===== src/hdl/keyboard_pin_interrupt_defines.vh =====
// register map, field positions and reset values of the keyboard pin interrupt block
// Overview of operation
// - break clear enabled lets writes clear status
// - break clear disabled: break accesses keep status
// - two-step clears hold through protected break
// - all enabled pins share one interrupt request latch
// - enabled pin gets pullup or pulldown by polarity
// - pending flag read-only, shows latch
// - acknowledge write-one clears latch, reads zero
// - mask bit blocks keyboard_irq, not irq, when set
// - sensitivity bit selects edge-and-level or edge-only
// - per-pin enable lets pin latch requests
// - per-pin polarity selects high/rising or low/falling
// - auto-wakeup enable bit ignored by detection
// - edge-only: edge ignored if other pin asserted
// - level mode: clear needs pins idle and acknowledge
// - edge-only: acknowledge clears latch at once
// - reset clears request and sensitivity bit
`ifndef KEYBOARD_PIN_INTERRUPT_DEFINES_VH
`define KEYBOARD_PIN_INTERRUPT_DEFINES_VH
`define KBD_OFS_STATUS_CONTROL 12'h000
`define KBD_OFS_PIN_ENABLE 12'h004
`define KBD_OFS_PIN_POLARITY 12'h008
`define KBD_OFS_BREAK_CONTROL 12'h00C
`define KBD_OFS_IRQ_STATUS 12'h010
`define KBD_OFS_IRQ_MASK 12'h014
`define KBD_BIT_PENDING 3
`define KBD_BIT_ACK 2
`define KBD_BIT_MASK 1
`define KBD_BIT_SENS 0
`define KBD_BIT_AWU 6
`define KBD_BIT_BREAK_CLEAR_ENABLE 0
`define KBD_RST_STATUS_CONTROL 8'h00
`define KBD_RST_PIN_ENABLE 8'h00
`define KBD_RST_PIN_POLARITY 8'h00
`endif

===== src/hdl/keyboard_pin_interrupt.v =====
// keyboard pin interrupt block with apb register slave
`timescale 1ns/1ps
`include "keyboard_pin_interrupt_defines.vh"
module keyboard_pin_interrupt #(
    parameter NPINS = 6
) (
    input wire pclk,
    input wire presetn,
    input wire psel,
    input wire penable,
    input wire pwrite,
    input wire [11:0] paddr,
    input wire [31:0] pwdata,
    output reg [31:0] prdata,
    output reg pready,
    output reg pslverr,
    input wire [NPINS-1:0] keyboard_input_pins,
    input wire vector_fetch_ack,
    input wire debug_break,
    output reg [NPINS-1:0] pullup_en,
    output reg [NPINS-1:0] pulldown_en,
    output reg [NPINS-1:0] pin_force_input,
    output reg keyboard_irq,
    output reg irq
);
    reg [NPINS-1:0] sync1_ff, sync2_ff, sync3_ff;
    reg [NPINS-1:0] pin_ff;
    reg mask_ff, sens_ff, latch_ff, break_clear_enable_ff, awu_ff;
    reg [NPINS-1:0] enable_ff, polarity_ff;
    reg [1:0] sts_ff, imask_ff;
    reg [NPINS-1:0] prev_asserted_ff;
    wire [NPINS-1:0] asserted;
    wire [NPINS-1:0] rising_act;
    wire any_asserted;
    wire any_edge;
    wire other_asserted;
    wire setup;
    wire wr;
    wire rd;
    wire clear_ok;
    wire sw_ack;
    wire ack;
    reg nxt_latch;
    reg [31:0] nxt_prdata;
    reg nxt_err;

    function hit;
        input [11:0] a;
        input [11:0] ofs;
        begin
            hit = (a == ofs);
        end
    endfunction

    assign setup = psel & ~penable;
    // writes land at the access edge where pready is sampled high
    assign wr = psel & penable & pready & pwrite;
    assign rd = setup & ~pwrite;
    // status clears allowed outside break or when break clear is enabled
    assign clear_ok = ~debug_break | break_clear_enable_ff;
    assign sw_ack = wr & hit(paddr, `KBD_OFS_STATUS_CONTROL) & pwdata[`KBD_BIT_ACK];
    assign ack = (sw_ack & clear_ok) | vector_fetch_ack;

    // a change counts only once stages two and three agree
    always @(posedge pclk or negedge presetn)
    begin
        if (!presetn)
        begin
            sync1_ff <= {NPINS{1'b0}};
            sync2_ff <= {NPINS{1'b0}};
            sync3_ff <= {NPINS{1'b0}};
            pin_ff <= {NPINS{1'b0}};
        end
        else
        begin
            sync1_ff <= keyboard_input_pins;
            sync2_ff <= sync1_ff;
            sync3_ff <= sync2_ff;
            if (sync2_ff == sync3_ff)
                pin_ff <= sync3_ff;
        end
    end

    // polarity per pin, gated by per-pin enable; awu bit takes no part
    assign asserted = enable_ff & ~(pin_ff ^ polarity_ff);
    assign rising_act = asserted & ~prev_asserted_ff;
    assign any_asserted = |asserted;
    assign any_edge = |rising_act;
    // an edge is lost if another enabled pin was already asserted
    assign other_asserted = |(prev_asserted_ff & ~rising_act);

    always @*
    begin
        nxt_latch = latch_ff;
        if (any_edge & ~other_asserted)
            nxt_latch = 1'b1;
        if (ack)
            nxt_latch = 1'b0;
        // in level mode a held pin keeps the request alive
        if (sens_ff & any_asserted)
            nxt_latch = 1'b1;
    end

    always @*
    begin
        nxt_prdata = 32'h0000_0000;
        nxt_err = 1'b0;
        if (hit(paddr, `KBD_OFS_STATUS_CONTROL))
        begin
            nxt_prdata[`KBD_BIT_PENDING] = latch_ff;
            nxt_prdata[`KBD_BIT_MASK] = mask_ff;
            nxt_prdata[`KBD_BIT_SENS] = sens_ff; // ack reads zero
        end
        else if (hit(paddr, `KBD_OFS_PIN_ENABLE))
            nxt_prdata[7:0] = {1'b0, awu_ff, enable_ff[5:0]};
        else if (hit(paddr, `KBD_OFS_PIN_POLARITY))
            nxt_prdata[7:0] = {2'b00, polarity_ff[5:0]};
        else if (hit(paddr, `KBD_OFS_BREAK_CONTROL))
            nxt_prdata[`KBD_BIT_BREAK_CLEAR_ENABLE] = break_clear_enable_ff;
        else if (hit(paddr, `KBD_OFS_IRQ_STATUS))
            nxt_prdata[1:0] = sts_ff;
        else if (hit(paddr, `KBD_OFS_IRQ_MASK))
            nxt_prdata[1:0] = imask_ff;
        else
            nxt_err = 1'b1;
    end

    always @(posedge pclk or negedge presetn)
    begin
        if (!presetn)
        begin
            mask_ff <= 1'b0;
            sens_ff <= 1'b0;
            latch_ff <= 1'b0;
            break_clear_enable_ff <= 1'b0;
            awu_ff <= 1'b0;
            enable_ff <= {NPINS{1'b0}};
            polarity_ff <= {NPINS{1'b0}};
            prev_asserted_ff <= {NPINS{1'b0}};
            sts_ff <= 2'b00;
            imask_ff <= 2'b00;
            prdata <= 32'h0000_0000;
            pready <= 1'b0;
            pslverr <= 1'b0;
            pullup_en <= {NPINS{1'b0}};
            pulldown_en <= {NPINS{1'b0}};
            pin_force_input <= {NPINS{1'b0}};
            keyboard_irq <= 1'b0;
            irq <= 1'b0;
        end
        else
        begin
            prev_asserted_ff <= asserted;
            latch_ff <= nxt_latch;
            // no wait state: answer in the cycle after setup
            pready <= setup;
            pslverr <= setup & nxt_err;
            if (rd)
                prdata <= nxt_prdata;
            if (wr & hit(paddr, `KBD_OFS_STATUS_CONTROL))
            begin
                mask_ff <= pwdata[`KBD_BIT_MASK];
                sens_ff <= pwdata[`KBD_BIT_SENS];
            end
            if (wr & hit(paddr, `KBD_OFS_PIN_ENABLE))
            begin
                enable_ff <= pwdata[NPINS-1:0];
                awu_ff <= pwdata[`KBD_BIT_AWU];
            end
            if (wr & hit(paddr, `KBD_OFS_PIN_POLARITY))
                polarity_ff <= pwdata[NPINS-1:0];
            if (wr & hit(paddr, `KBD_OFS_BREAK_CONTROL))
                break_clear_enable_ff <= pwdata[`KBD_BIT_BREAK_CLEAR_ENABLE];
            if (wr & hit(paddr, `KBD_OFS_IRQ_MASK))
                imask_ff <= pwdata[1:0];
            // set wins over write-one clear; clear blocked in protected break
            sts_ff[0] <= (sts_ff[0] & ~(wr & clear_ok & hit(paddr, `KBD_OFS_IRQ_STATUS) & pwdata[0]))
                | (nxt_latch & ~latch_ff);
            sts_ff[1] <= (sts_ff[1] & ~(wr & clear_ok & hit(paddr, `KBD_OFS_IRQ_STATUS) & pwdata[1]))
                | (latch_ff & ~nxt_latch);
            irq <= |(sts_ff & imask_ff);
            pullup_en <= enable_ff & ~polarity_ff;
            pulldown_en <= enable_ff & polarity_ff;
            pin_force_input <= enable_ff;
            keyboard_irq <= nxt_latch & ~mask_ff;
        end
    end
endmodule // keyboard_pin_interrupt


===== config.mk =====
export PLATFORM = sky130hd
export DESIGN_NAME = keyboard_pin_interrupt
export DESIGN_NICKNAME = d
export VERILOG_FILES = /design/src/hdl/keyboard_pin_interrupt.v
export VERILOG_INCLUDE_DIRS = /design/src /design/src/hdl
export SDC_FILE = /design/constraint.sdc
export NUM_CORES = 1
export LEC_CHECK = 0
export BUFFER_PORTS_ARGS = -buffer_cell sky130_fd_sc_hd__buf_2
export CAP_MARGIN = 15
export CORE_MARGIN = 2
export CORE_UTILIZATION = 40
export CTS_BUF_LIST = sky130_fd_sc_hd__clkbuf_4 sky130_fd_sc_hd__clkbuf_8
export DETAILED_ROUTE_END_ITERATION = 8
export PLACE_DENSITY = 0.66
export SYNTH_ARGS = -nofsm -noshare
export SYNTH_HDL_FRONTEND = slang
export SYNTH_SLANG_ARGS = --single-unit
export TNS_END_PERCENT = 30

===== constraint.sdc =====
create_clock -name pclk -period 5.4 [get_ports pclk]
set_input_delay 0.27 -clock pclk [delete_from_list [all_inputs] [get_ports pclk]]
set_output_delay 0.27 -clock pclk [all_outputs]
set_load 0.02 [all_outputs]

==> results of run 1 <==
placed cells by master (no fill, tap or decap), types with 2 or more instances in the layout:
cell type      count
dfrtp_1           80
buf_2             59
conb_1            25
mux2_2            24
nand2_1           16
and2_1            14
nor2b_1           10
xnor2_1           10
clkbuf_8           9
a22oi_1            6
a21oi_1            6
o31ai_1            6
inv_1              4
nor4_1             4
nor3_1             4
inv_6              4
nand2b_1           3
mux2i_1            3
or4_4              2
nor2_1             2
xor2_1             2
dlygate4sd3_1      2
routing by layer:
| metal | share of wire [%] | vias up | track usage, % |
|---|---|---|---|
| met4 | 1.8 | 0 | 5.43 |
| met5 | 0 | - | 0 |
| met2 | 46 | 78 | 21.6 |
| li1 | - | 936 | - |
| met3 | 7.9 | 10 | 4.17 |
| met1 | 45 | 919 | 18.6 |
power breakdown:
part	switching, uW	internal (uW)
combinational	53.0	37.7
sequential	15.3	622
clock	236	223
total	305	883
through the flow:
stage          hold slack, ns  instances  total power [uW]  util (%)  setup slack (ns)
3_5_place_dp            0.335        400               740      45.4              2.77
5_1_grt               0.00258        418              1250      48.3              2.86
3_3_place_gp            0.333        400               736      45.4              2.79
4_1_cts               0.00649        416              1200      48.0              3.01
2_1_floorplan         -0.0256        270               719         -              3.09
6_report               0.0150        418              1190      48.3              3.03
worst max-delay path, stage by stage (launching register included):
cell and delay, ns:
dfrtp_1 0.35, and4_1 0.27, nand2_1 0.07, nor4_1 0.67, and2_1 0.50, mux2_2 0.39
flip-flops by register name (all words and copies together), names as in the netlist:
signal / count
prdata: 7
enable_ff: 6
pin_ff: 6
pin_force_input: 6
polarity_ff: 6
prev_asserted_ff: 6
pulldown_en: 6
pullup_en: 6
sync1_ff: 6
sync2_ff: 6
sync3_ff: 6
imask_ff: 2
sts_ff: 2
awu_ff: 1
break_clear_enable_ff: 1
irq: 1
keyboard_irq: 1
latch_ff: 1
mask_ff: 1
pready: 1
pslverr: 1
sens_ff: 1
final cells by class:
cell class | count | area [um^2] | share of cell area, %
Tap cell | 102 | 128 | 3.40
Clock inverter | 7 | 83.8 | 2.23
Timing Repair Buffer | 62 | 323 | 8.61
Multi-Input combinational cell | 154 | 1080 | 28.7
Inverter | 4 | 15.0 | 0.400
Sequential cell | 80 | 2000 | 53.4
Clock buffer | 9 | 124 | 3.30
how the worst max path moves through the flow:
stage,endpoint,slack (ns),cells after the start
global route,enable_ff[0],2.86,5
global placement,enable_ff[0],2.79,5
floorplan,sts_ff[1],3.09,6
CTS,enable_ff[0],3.01,5
finish,enable_ff[0],3.03,5
detailed placement,enable_ff[0],2.77,5
cell families after synthesis:
group,Yosys count,synth area share [%]
multiplexers,28,10.0
AND/OR/NAND/NOR,62,11.0
XOR/XNOR,12,3.27
buffers and inverters,36,7.15
flip-flops,80,62.2
AO/OA/AOI/OAI,27,6.26
other,1,0.117
==> impl_results.md, run 1 <==
* Die height at 93.7 um
* PortBufs at 60
* Outcome: finished, final reports clean
* Mapped Cells at 246
* Post-synth EDFFs at 0
* Hold_buf cts at 0
* Routed vias at 1943
* Post-CTS sizing at 0
* Clock sinks at 80
* Share of layout cells above drive strength 1 at 32.9%
* Netlist cell types at 38
* Largest net degree at the start of global routing at 81
* Ys Warns at 0
* Critical Path AT at 2.60 ns
* Post-synthesis async set-or-reset flop share at 100%
* Critical Path Source: pready
* Leading post-synthesis cells by cell area: dfrtp_1, mux2_2, buf_4
* Total GRT Usage at 14.0%
* Count leader, synth: dfrtp_1
* Grt ovf at 0
* FF-to-FF path depth at 5
* Final min period at 2.37 ns
* Number of fillers in the final layout at 714
* Per-cell routed wire length at 13.8 um
* Register area share after synthesis at 62.2%
* Vias in the first global route at 1829
* Hold Path Class: in -> reg
* RR Endpoint: enable_ff[0]
* Top Ports at 111
* Cts bufs inserted at 9
* Worst path required time at 5.63 ns
* HP Start: keyboard_input_pins[3]
* DRC viols at 0
* Routability Congestion at 0.789
* Worst hold stages at 1
* Critical path fanouts, max at 7
* WL final at 5.77 mm
* Max VDD drop at 0.000133 V
* Leading area contributor after synthesis: dfrtp_1
* Global-route wire length before repair at 9.23 mm
* Syn avg cell area at 13.1 um^2
* Dpl cell area at 3520 um^2
* Final hold violation count at 0
* Clock buffer depth at 2
* Die W at 93.7 um
* CTS Root Cell: clkbuf_8
* Relative slew slack at 35.5%
* Site Rows at 32
* Final period util at 43.9%
* Core ar. at 7770 um^2
* Layout area overhead at 16.6%
* Prevailing post-synth register cell: dfrtp_1
* Diode count at 0
* H-Tree Level Count at 3
* Setup TNS at 0 ns
* First-pass DRT Iterations at 4
* Detailed placement HPWL at 3.99 mm
* CP Capture Type: flip-flop
* Die area at 8780 um^2
* Slew Limit Fails at 0
* PD cells at 317 nW/um^2
* Commonest cells post-synth: dfrtp_1, buf_4, mux2_2
* Starting DRT DRC Count at 82
* DR vias/cell at 4.65
* Yosys reg bits at 80
* Slew @ Worst Pin at 0.967 ns
* Worst-path clk slew at 0.09 ns
* Final setup fails at 0
* Design area at 3750 um^2
* Starting Density at 41.4%
* Max cap viols at 0
* Post-DRT Antenna Nets at 0
* R2R Setup Slk at 3.03 ns
* Synth Cell Area at 3220 um^2
* R2r startpoint: pready
* Postcts setup bufs at 0
* Clock Latency Late Sink at 0.35 ns
* Initial antenna violation count at 0
* RSZ-0062 raised after global routing: false
* Worst hold endpoint: sync1_ff[3]
* Setup crit start kind: flip-flop
* CTS tree: built
* Clock skew at 0.00948 ns
* Crit Path Class: reg -> reg
* Lkg Pwr at 0.00189 uW
* Fmax at 422 MHz
* Fin nets at 368
* Yosys top cell area share at 62.2%
(Power assumes the default switching activity.)
==> inputs of run 2 (changes only) <==
==> constraint.sdc (replaced) <==
create_clock -name pclk -period 2.25 [get_ports pclk]
set_input_delay 0.1125 -clock pclk [delete_from_list [all_inputs] [get_ports pclk]]
set_output_delay 0.1125 -clock pclk [all_outputs]
set_load 0.02 [all_outputs]
==> impl_results.md, run 2 (synthesis results as in run 1) <==
* HP Start: pwdata[3]
* Combinational Power Share at 8.3% (+0.7 points)
* Commonest non-fill, non-tap cell in the layout: dfrtp_1
* Worst hold endpoint: enable_ff[3]
* Die area at 8780 um^2 (unchanged)
* Clock sinks at 80 (unchanged)
* Sw Share at 25.9% (+0.24 points)
* Final min period at 1.96 ns
* Routability Congestion at 0.783 (-0.76%)
* Sequential share of power at 55.6% (+1.9 points)
* Grt ovf at 0 (unchanged)
* R2R Setup Slk at 0.34 ns (-2.69 ns)
* Die W at 93.7 um (unchanged)
* Worst-path clk slew at 0.09 ns (about the same)
* Post-DRT Antenna Nets at 0 (unchanged)
* Starting DRT DRC Count at 42 (-49%)
* Final period util at 87.3%
* Slew Limit Fails at 0 (unchanged)
* Total GRT Usage at 14.0% (+0.059 points)
* Final worst slack at 0.287 ns (-2.74 ns)
* Slew @ Worst Pin at 0.973 ns (+0.00588 ns)
* Final hold violation count at 0 (unchanged)
* Largest register FFs at 7 (unchanged)
* Per-cell routed wire length at 13.4 um (-3.2%)
* Layout area overhead at 19.4%
* Dpl cells at 404 (+1.0%)
* Global-route wire length before repair at 9.36 mm (+1.5%)
* Cts bufs inserted at 9 (unchanged)
* Hold Path Class: in -> reg
* Int Power at 2040 uW (+130%)
* Hold Slack at 0.00625 ns (-0.00879 ns)
* Initial antenna violation count at 0 (unchanged)
* Critical path fanouts, max at 7 (unchanged)
* Detailed placement HPWL at 3.92 mm (-1.8%)
* Vias in the first global route at 1901 (+3.9%)
* Non-filler cells, final at 430 (+2.9%)
* Setup TNS at 0 ns (unchanged)
* Postcts setup bufs at 0 (unchanged)
* PD cells at 716 nW/um^2 (+130%)
* Final core occ at 49.5% (+1.2 points)
* Top Ports at 111 (unchanged)
* Final setup fails at 0 (unchanged)
* Crit Path Class: in -> reg
* First-pass DRT Iterations at 4 (unchanged)
* Routed vias at 1994 (+2.6%)
* CTS Root Cell: clkbuf_8
* Site Rows at 32 (unchanged)
* Fmax at 509 MHz
* Starting Density at 41.4% (unchanged)
* Relative slew slack at 35.1% (-0.39 points)
* Share of layout cells above drive strength 1 at 32.9% (about the same)
* Lkg Pwr at 0.00193 uW (+2.3%)
* Worst path required time at 2.48 ns (-3.15 ns)
* DR vias/cell at 4.64 (-0.24%)
* Setup slack after placement at -0.0167 ns (-2.79 ns)
* Fin nets at 380 (+3.3%)
* Clock buffer depth at 2 (unchanged)
* RSZ-0062 raised after global routing: false
* Max cap viols at 0 (unchanged)
* Commonest non-fill, non-tap cells in the layout: dfrtp_1, buf_2, conb_1
* Clock share of power at 36.1% (-2.6 points)
* CTS tree: built
* FF-to-FF path depth at 6 (+1)
* R2r startpoint: pready
* Die height at 93.7 um (unchanged)
* Critical Path AT at 2.20 ns (-0.40 ns)
* Clock skew at 0.0111 ns (+0.00165 ns)
* DRC viols at 0 (unchanged)
* PortBufs at 60 (unchanged)
* Max VDD drop at 0.000339 V (+150%)
* Core ar. at 7770 um^2 (unchanged)
* Diode count at 0 (unchanged)
* H-Tree Level Count at 3 (unchanged)
* Largest net degree at the start of global routing at 81 (unchanged)
* Clock Latency Late Sink at 0.35 ns (about the same)
* Worst hold stages at 2 (+1)
* RR Endpoint: enable_ff[2]
* Sw Pwr at 712 uW (+130%)
* Setup crit start kind: input pin
* Outcome: finished, final reports clean
* CP Capture Type: flip-flop
* WL final at 5.74 mm (-0.40%)
* Most flop-heavy register: prdata
-- run 2: power groups by stage --
stage                     Sequential, uW  Combinational (uW)  Clock [uW]
after floorplan                     1550                 173           0
after global placement              1560                 212           0
after detailed placement            1560                 219           0
after CTS                           1530                 232        1020
after global routing                1540                 258        1100
final                               1530                 229         993
-- run 2: through the flow --
stage / cell area, um^2 / total power, uW
floorplan: 3310 / 1730
global placement: 3550 / 1770
detailed placement: 3550 / 1780
CTS: 3840 / 2780
global route: 3840 / 2890
finish: 3840 / 2750
-- run 2: worst max-delay path by stage --
stage,slack (ns),cells past startpoint,to,from
floorplan,0.1,6,sts_ff[1],paddr[9]
global placement,-0.007,6,sts_ff[1],paddr[9]
detailed placement,-0.02,6,sts_ff[1],paddr[9]
CTS,0.29,8,enable_ff[2],penable
global route,0.11,8,enable_ff[0],penable
finish,0.29,8,enable_ff[2],penable
-- run 2: what timing repair did --
| action | 4_1_cts | 5_1_grt |
|---|---|---|
| gates resized for setup | 0 | 0 |
| endpoints found under the hold margin | 91 | 0 |
| setup endpoints to repair | 0 | 0 |
| hold buffers | 10 | 0 |
-- run 2: area by class of cell --
class,count,area (um^2)
sequential,80,2000
clock inverter,6,51.3
tap,102,128
clock buffer,10,138
fill,717,3930
inverter,4,15.0
multi-input combinational,154,1080
timing repair buffer,74,433
-- run 2: critical path, cell delays in order --
cell and delay [ns]:
dlygate4sd3_1 0.52, buf_2 0.11, and4_1 0.26, nand2_1 0.07, nor4_1 0.18, buf_4 0.19, and2_1 0.37, mux2_2 0.39
-- run 2: metal layers --
metal	GRT usage, %	routed length (um)
met1	18.6	2620
met2	22.0	2670
met3	3.61	370
met4	5.80	85
met5	0	0
==> inputs of run 3 (changes only) <==
--- a/config.mk
+++ b/config.mk
@@ -8,11 +8,13 @@
 export LEC_CHECK = 0
 export BUFFER_PORTS_ARGS = -buffer_cell sky130_fd_sc_hd__buf_2
 export CAP_MARGIN = 15
+export CELL_PAD_IN_SITES_DETAIL_PLACEMENT = 0
+export CELL_PAD_IN_SITES_GLOBAL_PLACEMENT = 1
 export CORE_MARGIN = 2
 export CORE_UTILIZATION = 40
 export CTS_BUF_LIST = sky130_fd_sc_hd__clkbuf_4 sky130_fd_sc_hd__clkbuf_8
 export DETAILED_ROUTE_END_ITERATION = 8
-export PLACE_DENSITY = 0.66
+export PLACE_DENSITY_LB_ADDON = 0.1
 export SYNTH_ARGS = -nofsm -noshare
 export SYNTH_HDL_FRONTEND = slang
 export SYNTH_SLANG_ARGS = --single-unit
==> impl_results.md, run 3 (synthesis results as in run 1) <==
* Clock skew at 0.00820 ns (-0.00292 ns)
* Max cap viols at 0 (unchanged)
* Number of fillers in the final layout at 739 (+3.1%)
* Slowest library cell on the worst path: dlygate4sd3_1
* Hold Slack at 0.0338 ns (+0.0275 ns)
* Worst path required time at 2.48 ns (about the same)
* Cts bufs inserted at 9 (unchanged)
* Worst-path clk slew at 0.08 ns (about the same)
* Area of the multi-input gates at 1080 um^2 (unchanged)
* Most flop-heavy register: prdata
* Clock buffer depth at 2 (unchanged)
* Max VDD drop at 0.000474 V (+40%)
* Crit Path Class: in -> reg
* Final period util at 86.1% (-1.2 points)
* Final hold violation count at 0 (unchanged)
* R2R Setup Slk at 0.36 ns (+0.02 ns)
* Slew @ Worst Pin at 0.501 ns (-0.472 ns)
* Starting Density at 41.4% (unchanged)
* Setup TNS at 0 ns (unchanged)
* CP cell instances: dlygate4sd3_1, buf_2, and4_1, nand2_1, nor4_1, buf_4, and2_1, mux2_2
* Fin nets at 383 (+0.79%)
* Clock sinks at 80 (unchanged)
* Initial antenna violation count at 0 (unchanged)
* Sequential cell area at 2000 um^2 (unchanged)
* Grt ovf at 0 (unchanged)
* DRC viols at 0 (unchanged)
* FF-to-FF path depth at 6 (unchanged)
* Final setup fails at 0 (unchanged)
* Diode count at 0 (unchanged)
* CP Capture Point: polarity_ff[1]
* Clock Latency Late Sink at 0.34 ns (about the same)
* Final core occ at 49.8% (+0.34 points)
* Top Ports at 111 (unchanged)
* Site Rows at 32 (unchanged)
* Share of layout cells above drive strength 1 at 33.0% (+0.10 points)
* First-pass DRT Iterations at 4 (unchanged)
* Relative slew slack at 66.6% (+31 points)
* PortBufs at 60 (unchanged)
* Largest net degree at the start of global routing at 44 (-46%)
* Routability Congestion at 0.748 (-4.6%)
* Die W at 93.7 um (unchanged)
* Slew Limit Fails at 0 (unchanged)
* Global-route wire length before repair at 9.61 mm (+2.6%)
* Lkg Pwr at 0.00194 uW (+0.53%)
* Largest register FFs at 7 (unchanged)
* CTS Root Cell: clkbuf_8
* Commonest non-fill, non-tap cell in the layout: dfrtp_1
* Setup crit start kind: input pin
* Commonest non-fill, non-tap cells in the layout: dfrtp_1, buf_2, conb_1
* Outcome: finished, final reports clean
* CP peak stage delay at 0.52 ns (about the same)
* Critical Path Source: penable
* CP Capture Type: flip-flop
* H-Tree Level Count at 3 (unchanged)
* Hold Path Class: in -> reg
* Detailed placement HPWL at 4.17 mm (+6.3%)
* RR Endpoint: polarity_ff[1]
* Starting DRT DRC Count at 61 (+45%)
* Final min period at 1.94 ns (-0.0263 ns)
* DR vias/cell at 4.58 (-1.2%)
* Total power at 2680 uW (-2.7%)
* R2r startpoint: pready
* Die area at 8780 um^2 (unchanged)
* WL final at 5.97 mm (+3.9%)
* PD cells at 691 nW/um^2 (-3.4%)
* Routed vias at 1979 (-0.75%)
* Post-DRT Antenna Nets at 0 (unchanged)
* Critical Path AT at 2.17 ns (-0.03 ns)
* Core ar. at 7770 um^2 (unchanged)
* Total GRT Usage at 14.6% (+0.58 points)
* RSZ-0062 raised after global routing: false
* Critical path fanouts, max at 6 (-1)
* Fmax at 516 MHz (+1.4%)
* CTS tree: built
* Layout area overhead at 20.2%
* Die height at 93.7 um (unchanged)
* Vias in the first global route at 1885 (-0.84%)
* Post-CTS sizing at 0 (unchanged)
* Per-cell routed wire length at 13.8 um (+3.5%)
==> run 3: cell count changes in the layout (fill, tap and decap cells not counted), sizes merged <==
cell / change
buf: +2
clkinv: -1
clkinvlp: +1
dlygate4sd3: +1
inv: -1
==> run 3: metal layers <==
layer	vias to the layer above	track usage (%)	share of wire, %
met5	-	0	0
met2	57	21.6	46
met4	0	5.07	1.3
met3	7	4.74	5.2
li1	957	-	-
met1	958	20.3	48
==> run 3: layout make-up <==
type	count	area share, %
Sequential cell	80	51.7
Multi-Input combinational cell	154	27.8
Timing Repair Buffer	77	12.5
Clock buffer	10	3.40
Tap cell	102	3.30
Clock inverter	5	0.873
Inverter	4	0.388
==> run 3: through the flow <==
step                cell area, um^2  worst slack, ns  cells
global route                   3870            0.141    432
floorplan                      3310           0.0955    270
detailed placement             3590          -0.0116    406
global placement               3590          -0.0128    406
CTS                            3860            0.295    431
finish                         3870            0.313    432
==> run 3: where the power goes <==
group	leakage (uW)	switching (uW)	internal, uW
Combinational	0.000792	130	105
Clock	0.0000820	506	407
Sequential	0.00107	34.1	1490
Total	0.00194	670	2010
==> run 3: critical path: cells and delay by family <==
kind / cells / cell delay (ns)
buffers and inverters: 3 / 0.82
multiplexers: 1 / 0.38
AND/OR/NAND/NOR: 4 / 0.85
==> run 3: what timing repair did <==
action / in CTS / in global routing
hold endpoints to repair: 47 / 2
buffers inserted: 0 / 0
hold buffers: 10 / 1
==> run 3: worst min path at each step <==
stage | slack, ns | cells after the start | start | end
final | 0.03 | 2 | pwdata[3] | polarity_ff[3]
after CTS | 0.001 | 2 | pwdata[4] | polarity_ff[4]
after detailed placement | 0.11 | 1 | presetn | pslverr
after floorplan | -0.18 | 0 | presetn | awu_ff
after global routing | 0.01 | 2 | pwdata[3] | polarity_ff[3]
after global placement | 0.11 | 1 | presetn | pslverr
